[src/hw/pwt_defs.vh]
// Constants for the wiper potentiometer serial target
`ifndef PWT_DEFS_VH
`define PWT_DEFS_VH
`define PWT_ADDR_WIPER      8'h00
`define PWT_ADDR_RESERVED   8'h01
`define PWT_ADDR_ACCESS     8'h02
`define PWT_ACCESS_NV       8'h00
`define PWT_ACCESS_VOL      8'h80
`define PWT_ACCESS_RESET    8'h00
`define PWT_WIPER_RESET     8'h80
`define PWT_NV_RESET        8'h80
`define PWT_DIR_BIT         0
// Counts in core clock cycles at 125 MHz, sized to their parameters
`define PWT_NV_WRITE_CYC    24'h16E360 // 12 ms store
`define PWT_POWERUP_CYC     16'h007D   // 1 us recall
`endif

[src/hw/pwt_target.v]
// Serial two-wire target for a single digitally controlled potentiometer
`timescale 1ns/1ps
`default_nettype none
`include "pwt_defs.vh"

module pwt_target
#(
    parameter [6:0]  DEV_SELECT  = 7'h2A, // Arbitrary select value
    parameter [23:0] NV_CYCLES   = `PWT_NV_WRITE_CYC,
    parameter [15:0] PWRUP_CYCLES = `PWT_POWERUP_CYC
)
(
    input  wire       core_clk,
    input  wire       resetn,
    input  wire       clk_en,
    input  wire       scl_in,
    input  wire       sda_in,
    output reg        sda_out,
    output reg        sda_oe_n,
    input  wire       write_protect_n,
    output reg  [7:0] wiper_position,
    output reg  [7:0] access_select,
    output reg  [7:0] power_on_wiper_value,
    output reg        nv_busy
);

localparam [2:0] ST_IDLE = 3'h0;
localparam [2:0] ST_ID   = 3'h1;
localparam [2:0] ST_ADDR = 3'h2;
localparam [2:0] ST_DATA = 3'h3;
localparam [2:0] ST_READ = 3'h4;
localparam [2:0] ST_NV   = 3'h5;
localparam [2:0] ST_PWR  = 3'h6;

// Three-stage sync; only stages two and three are compared
reg  [2:0]  scl_sync;
reg  [2:0]  sda_sync;
reg  [2:0]  wp_sync;
reg         scl_q;
reg         sda_q;
reg         wp_q;
reg  [2:0]  state;
reg  [3:0]  bit_cnt;
reg  [7:0]  shift;
reg  [7:0]  addr;
reg         rd_dir;
reg         ack_phase;
reg         nv_pending;
reg  [23:0] timer;
wire        scl_rise;
wire        scl_fall;
wire        start_det;
wire        stop_det;
wire [7:0]  read_val;

assign scl_rise  = scl_q == 1'b0 && scl_sync[2] == 1'b1
                   && scl_sync[1] == 1'b1;
assign scl_fall  = scl_q == 1'b1 && scl_sync[2] == 1'b0
                   && scl_sync[1] == 1'b0;
assign start_det = scl_q && sda_q && sda_sync[2] == 1'b0
                   && sda_sync[1] == 1'b0;
assign stop_det  = scl_q && !sda_q && sda_sync[2] == 1'b1
                   && sda_sync[1] == 1'b1;
assign read_val  = (addr == `PWT_ADDR_ACCESS) ? access_select :
                   (addr != `PWT_ADDR_WIPER) ? 8'h00 :
                   (access_select == `PWT_ACCESS_NV) ?
                   power_on_wiper_value : wiper_position;

always @(posedge core_clk)
begin
    if (!resetn)
    begin
        scl_sync <= 3'h7;
        sda_sync <= 3'h7;
        wp_sync  <= 3'h7;
        scl_q    <= 1'b1;
        sda_q    <= 1'b1;
        wp_q     <= 1'b1;
    end
    else if (clk_en)
    begin
        scl_sync <= {scl_sync[1:0], scl_in};
        sda_sync <= {sda_sync[1:0], sda_in};
        wp_sync  <= {wp_sync[1:0], write_protect_n};
        if (scl_sync[2] == scl_sync[1])
            scl_q <= scl_sync[2];
        if (sda_sync[2] == sda_sync[1])
            sda_q <= sda_sync[2];
        if (wp_sync[2] == wp_sync[1])
            wp_q <= wp_sync[2];
    end
end

always @(posedge core_clk)
begin
    if (!resetn)
    begin
        state      <= ST_PWR;
        sda_out    <= 1'b0;
        sda_oe_n   <= 1'b1;
        bit_cnt    <= 4'h0;
        shift      <= 8'h00;
        addr       <= 8'h00;
        rd_dir     <= 1'b0;
        ack_phase  <= 1'b0;
        nv_pending <= 1'b0;
        timer      <= 24'h000000;
        nv_busy    <= 1'b1;
        wiper_position       <= `PWT_WIPER_RESET;
        access_select        <= `PWT_ACCESS_RESET;
        power_on_wiper_value <= `PWT_NV_RESET;
    end
    else if (clk_en)
    begin
        case (state)
        ST_PWR:
        begin
            sda_oe_n <= 1'b1;
            if (timer == {8'h00, PWRUP_CYCLES})
            begin
                timer          <= 24'h000000;
                wiper_position <= power_on_wiper_value;
                nv_busy        <= 1'b0;
                state          <= ST_IDLE;
            end
            else
                timer <= timer + 24'h000001;
        end
        ST_NV:
        begin
            sda_oe_n <= 1'b1;
            if (timer == NV_CYCLES)
            begin
                timer   <= 24'h000000;
                nv_busy <= 1'b0;
                state   <= ST_IDLE;
            end
            else
                timer <= timer + 24'h000001;
        end
        default:
        begin
            if (stop_det)
            begin
                sda_oe_n <= 1'b1;
                if (nv_pending)
                begin
                    // Stored copy changes only once the stop arrives
                    power_on_wiper_value <= wiper_position;
                    nv_pending <= 1'b0;
                    nv_busy    <= 1'b1;
                    timer      <= 24'h000000;
                    state      <= ST_NV;
                end
                else
                    state <= ST_IDLE;
            end
            else if (start_det)
            begin
                sda_oe_n   <= 1'b1;
                bit_cnt    <= 4'h0;
                ack_phase  <= 1'b0;
                nv_pending <= 1'b0;
                state      <= ST_ID;
            end
            else if (state != ST_IDLE && scl_rise && !ack_phase)
            begin
                // msb first shift
                // Outgoing read data shifts on falls, so rises only count
                if (state != ST_READ)
                    shift <= {shift[6:0], sda_q};
                bit_cnt <= bit_cnt + 4'h1;
            end
            // Ack release still due after a byte that ended in idle
            else if ((state != ST_IDLE || ack_phase) && scl_fall)
            begin
                if (ack_phase)
                begin
                    ack_phase <= 1'b0;
                    bit_cnt   <= 4'h0;
                    sda_oe_n  <= 1'b1;
                    // data byte follows the read id
                    if (state == ST_READ)
                    begin
                        // Open drain: a one is sent by releasing the line
                        sda_out  <= read_val[7];
                        sda_oe_n <= read_val[7];
                        shift    <= {read_val[6:0], 1'b0};
                    end
                end
                else if (state == ST_READ)
                begin
                    if (bit_cnt == 4'h8)
                    begin
                        sda_oe_n <= 1'b1;
                        state    <= ST_IDLE;
                    end
                    else
                    begin
                        sda_out  <= shift[7];
                        sda_oe_n <= shift[7];
                        shift    <= {shift[6:0], 1'b0};
                    end
                end
                else if (bit_cnt == 4'h8)
                begin
                    ack_phase <= 1'b1;
                    case (state)
                    ST_ID:
                    begin
                        if (shift[7:1] == DEV_SELECT)
                        begin
                            sda_out  <= 1'b0;
                            sda_oe_n <= 1'b0;
                            rd_dir   <= shift[`PWT_DIR_BIT];
                            state    <= shift[`PWT_DIR_BIT] ?
                                        ST_READ : ST_ADDR;
                        end
                        else
                            state <= ST_IDLE;
                    end
                    ST_ADDR:
                    begin
                        sda_out  <= 1'b0;
                        sda_oe_n <= 1'b0;
                        addr     <= shift;
                        state    <= ST_DATA;
                    end
                    default:
                    begin
                        if (!wp_q)
                            state <= ST_IDLE;
                        else
                        begin
                            sda_out  <= 1'b0;
                            sda_oe_n <= 1'b0;
                            if (addr == `PWT_ADDR_ACCESS)
                                access_select <= shift;
                            else if (addr == `PWT_ADDR_WIPER)
                            begin
                                wiper_position <= shift;
                                if (access_select == `PWT_ACCESS_NV)
                                begin
                                    // Store waits for the closing stop
                                    nv_pending <= 1'b1;
                                end
                            end
                            state <= ST_IDLE;
                        end
                    end
                    endcase
                end
            end
        end
        endcase
    end
end

endmodule // pwt_target
`default_nettype wire

[config.mk]
export PLATFORM = sky130hd
export DESIGN_NAME = pwt_target
export DESIGN_NICKNAME = d
export VERILOG_FILES = /design/src/hw/pwt_target.v
export VERILOG_INCLUDE_DIRS = /design/src /design/src/hw
export SDC_FILE = /design/constraint.sdc
export NUM_CORES = 1
export LEC_CHECK = 0
export BUFFER_PORTS_ARGS = -buffer_cell sky130_fd_sc_hd__buf_2
export CORE_MARGIN = 2
export CORE_UTILIZATION = 60
export CTS_BUF_LIST = sky130_fd_sc_hd__clkbuf_8 sky130_fd_sc_hd__clkbuf_16
export CTS_CLUSTER_SIZE = 8
export DETAILED_ROUTE_END_ITERATION = 7
export GPL_ROUTABILITY_DRIVEN = 0
export PLACE_DENSITY_LB_ADDON = 0.2
export SYNTH_ARGS = -nofsm -noshare
export SYNTH_HDL_FRONTEND = slang
export SYNTH_SLANG_ARGS = --single-unit
[constraint.sdc]
create_clock -name core_clk -period 3.2 [get_ports core_clk]
set_input_delay 0.32 -clock core_clk [delete_from_list [all_inputs] [get_ports core_clk]]
set_output_delay 0.32 -clock core_clk [all_outputs]
set_load 0.05 [all_outputs]
==> run_results.csv <==
group,metric,value,unit
run_status,status,"completed",
clocking,cts_tree,"yes",
critical_path,worst_ep_arrival_time,3000,ps
die,core.rowCount,31,
timing,max_slew_margin,0.363,
synthesis,synth_top_area_frac,0.385,
synthesis,ys_warn_count,0,
drt,ant_nets,0,
drt,drc,0,
die,dieArea,8340,um2
finish,utilization,0.689,
power_and_ir_drop,clockPowerShare,0.359,
power_and_ir_drop,finalPower,2.30,mW
finish,syn2layout_area_growth,10.4,%
global_route,grt_overflow,0,
die,io_pins,33,
synthesis,synth_edf_count,0,
timing,finalSetupViolCount,0,
clocking,path_clk_slew,90,ps
clocking,cts_root_buf,"clkbuf_8",
power_and_ir_drop,switching_share,0.292,
synthesis,syn_avg_cell_area,8.46,um2
finish,final_area,5050,um2
critical_path,cp_max_fo,12,
die,start_util,0.624,
synthesis,async_flop_share,0,
timing,fmax,0.365,GHz
synthesis,synth_most_common_cell,"dfxtp_1",
timing,drv_slew,0,
clocking,cts.sinks,88,
finish,drive_gt1_frac,0.126,
power_and_ir_drop,p_leak,1.91,nW
global_route,grt.total_usage,0.287,
drt,post_drt_wl_per_cell,17.3,um
timing,clock_skew,6.19,ps
clocking,ctsLongestPathBuffers,2,
synthesis,netlist_top_cells_count,"88 x dfxtp_1, 60 x nor2_1, 55 x nand2_1",
critical_path,required,3460,ps
timing,tightestPinTransition,954,ps
die,chipWidth,91.3,um
power_and_ir_drop,p_int,1.63,mW
drt,totalWireLength,11600,um
synthesis,yosysSeqAreaShare,0.385,
die,die_h,91.3,um
finish,nets,579,
clocking,htreeDepth,3,
clocking,insertion_delay,360,ps
clocking,post-cts-setup-buffers,0,
drt,drt-pass1-iter-count,5,
power_and_ir_drop,comb_power_share,0.142,
placed_design,dp_slack,514,ps
timing,worst_hold_slack,169,ps
drt,vias,4292,
power_and_ir_drop,powerDensity,455,nW/um2
clocking,ctsHoldBuffers,0,
global_route,grt_pass1_vias,3942,
placed_design,io_buffers,32,
synthesis,syn_inst,541,
power_and_ir_drop,p_sw,0.671,mW
clocking,cts_buffers,9,
timing,rsz0062_at_grt,"no",
finish,multiInputGateArea,2660,um2
flow_run,cap_violations,0,
critical_path,startpoint_type,"flop",
synthesis,yosys-top-cells-area,"dfxtp_1 39%, mux2i_1 11%, nor2_1 4.9%",
power_and_ir_drop,p_seq_frac,0.498,
timing,fin_crit_sh,0.855,
global_route,grt_start_max_net_pins,35,
synthesis,ys_ff_latch,88,
synthesis,yosys.area.top_type,"dfxtp_1",
critical_path,worst-setup-path-type,"flop to flop",
finish,instances_no_fill,672,
timing,period_needed,2740,ps
critical_path,end_kind,"flop",
synthesis,syn-cell-area,4580,um2
die,fp.coreArea,7330,um2
synthesis,synth_cell_type_count,62,
finish,regArea,1760,um2
placed_design,dpl.cell_count,656,
timing,layout_setup_ws,463,ps
drt,avgViaCountPerCell,6.39,
global_route,antenna_found_initial,0,
clocking,cts_resized,0,
synthesis,yosys_most_used_dff,"dfxtp_1",
placed_design,dp_hpwl,7890,um
finish,fillers,573,
global_route,grt_pass1_wl,19300,um
synthesis,syn_nets,552,
timing,final_hold_viol_count,0,
min_path,hold_class,"input port to flop",
placed_design,dpl-instance-area,4840,um2
finish,diodes,0,
power_and_ir_drop,vdd_drop_max,0.302,mV
drt,drt_iter0_drc,389,
timing,fin_tns_setup,0,ps
[layout by cell type (no fill, tap or decap), types with 6 or more instances in the layout]
cell type	count
nand4_1	13
nand3_1	31
buf_4	13
buf_2	32
nor2_1	60
nand2b_1	9
clkbuf_8	11
o211ai_1	9
dfxtp_1	88
nand2_1	55
mux2i_1	49
and3_1	13
o21ai_0	15
a31oi_1	13
o21ai_1	14
xor2_1	9
inv_1	9
nor4_1	8
nor3_1	6
o31ai_1	7
a21oi_1	23
[critical path, stage by stage (launching register included)]
cell and delay (ps):
dfxtp_1 370, inv_1 110, ha_1 150, or4b_1 440, or4_4 510, o211ai_4 270, nand2_2 250, o21ai_4 350
o21ba_1 190
[flip-flops by register name, summed over array words and instances (netlist names), 3 cells and up]
name                  count
access_select             8
shift                     8
sda_sync                  3
wp_sync                   3
scl_sync                  3
bit_cnt                   4
timer                    24
addr                      8
wiper_position            8
state                     3
power_on_wiper_value      8
[logic make-up after synthesis]
kind of cell	synth area share
flip-flops	0.385
multiplexers	0.107
buffers and inverters	0.0339
XOR/XNOR	0.0249
AND/OR/NAND/NOR	0.271
adder cells (fa/ha/maj)	0.0137
AO/OA/AOI/OAI	0.165
[routing by layer]
metal,GRT usage,part of all wire
met1,0.408,0.46
met2,0.435,0.44
met3,0.0465,0.081
met4,0.117,0.019
met5,0,0
[worst paths after layout]
kind,startpoint,end,slack (ps),depth (start not counted)
setup / recovery,timer[0]$_SDFFE_PN0P_,timer[11]$_SDFFE_PN0P_,460,8
hold / removal,sda_in,sda_sync[0]$_SDFFE_PN1P_,170,3
setup reg to reg,timer[0]$_SDFFE_PN0P_,timer[11]$_SDFFE_PN0P_,460,8
hold reg to reg,wp_sync[0]$_SDFFE_PN1P_,wp_sync[0]$_SDFFE_PN1P_,480,2
[power by group through the flow]
stage / combinational [mW] / sequential [mW] / clock [mW]
after floorplan: 0.243 / 1.16 / 0
after global placement: 0.308 / 1.17 / 0
after detailed placement: 0.313 / 1.17 / 0
after CTS: 0.321 / 1.14 / 0.832
after global routing: 0.354 / 1.15 / 0.879
final: 0.327 / 1.15 / 0.827
[layout make-up]
| cell class | instances | area share |
|---|---|---|
| sequential | 88 | 0.349 |
| multi-input combinational | 415 | 0.527 |
| tap | 99 | 0.0245 |
| inverter | 9 | 0.00669 |
| timing repair buffer | 45 | 0.0510 |
| clock buffer | 11 | 0.0300 |
| clock inverter | 5 | 0.0124 |
(Power assumes the default switching activity.)
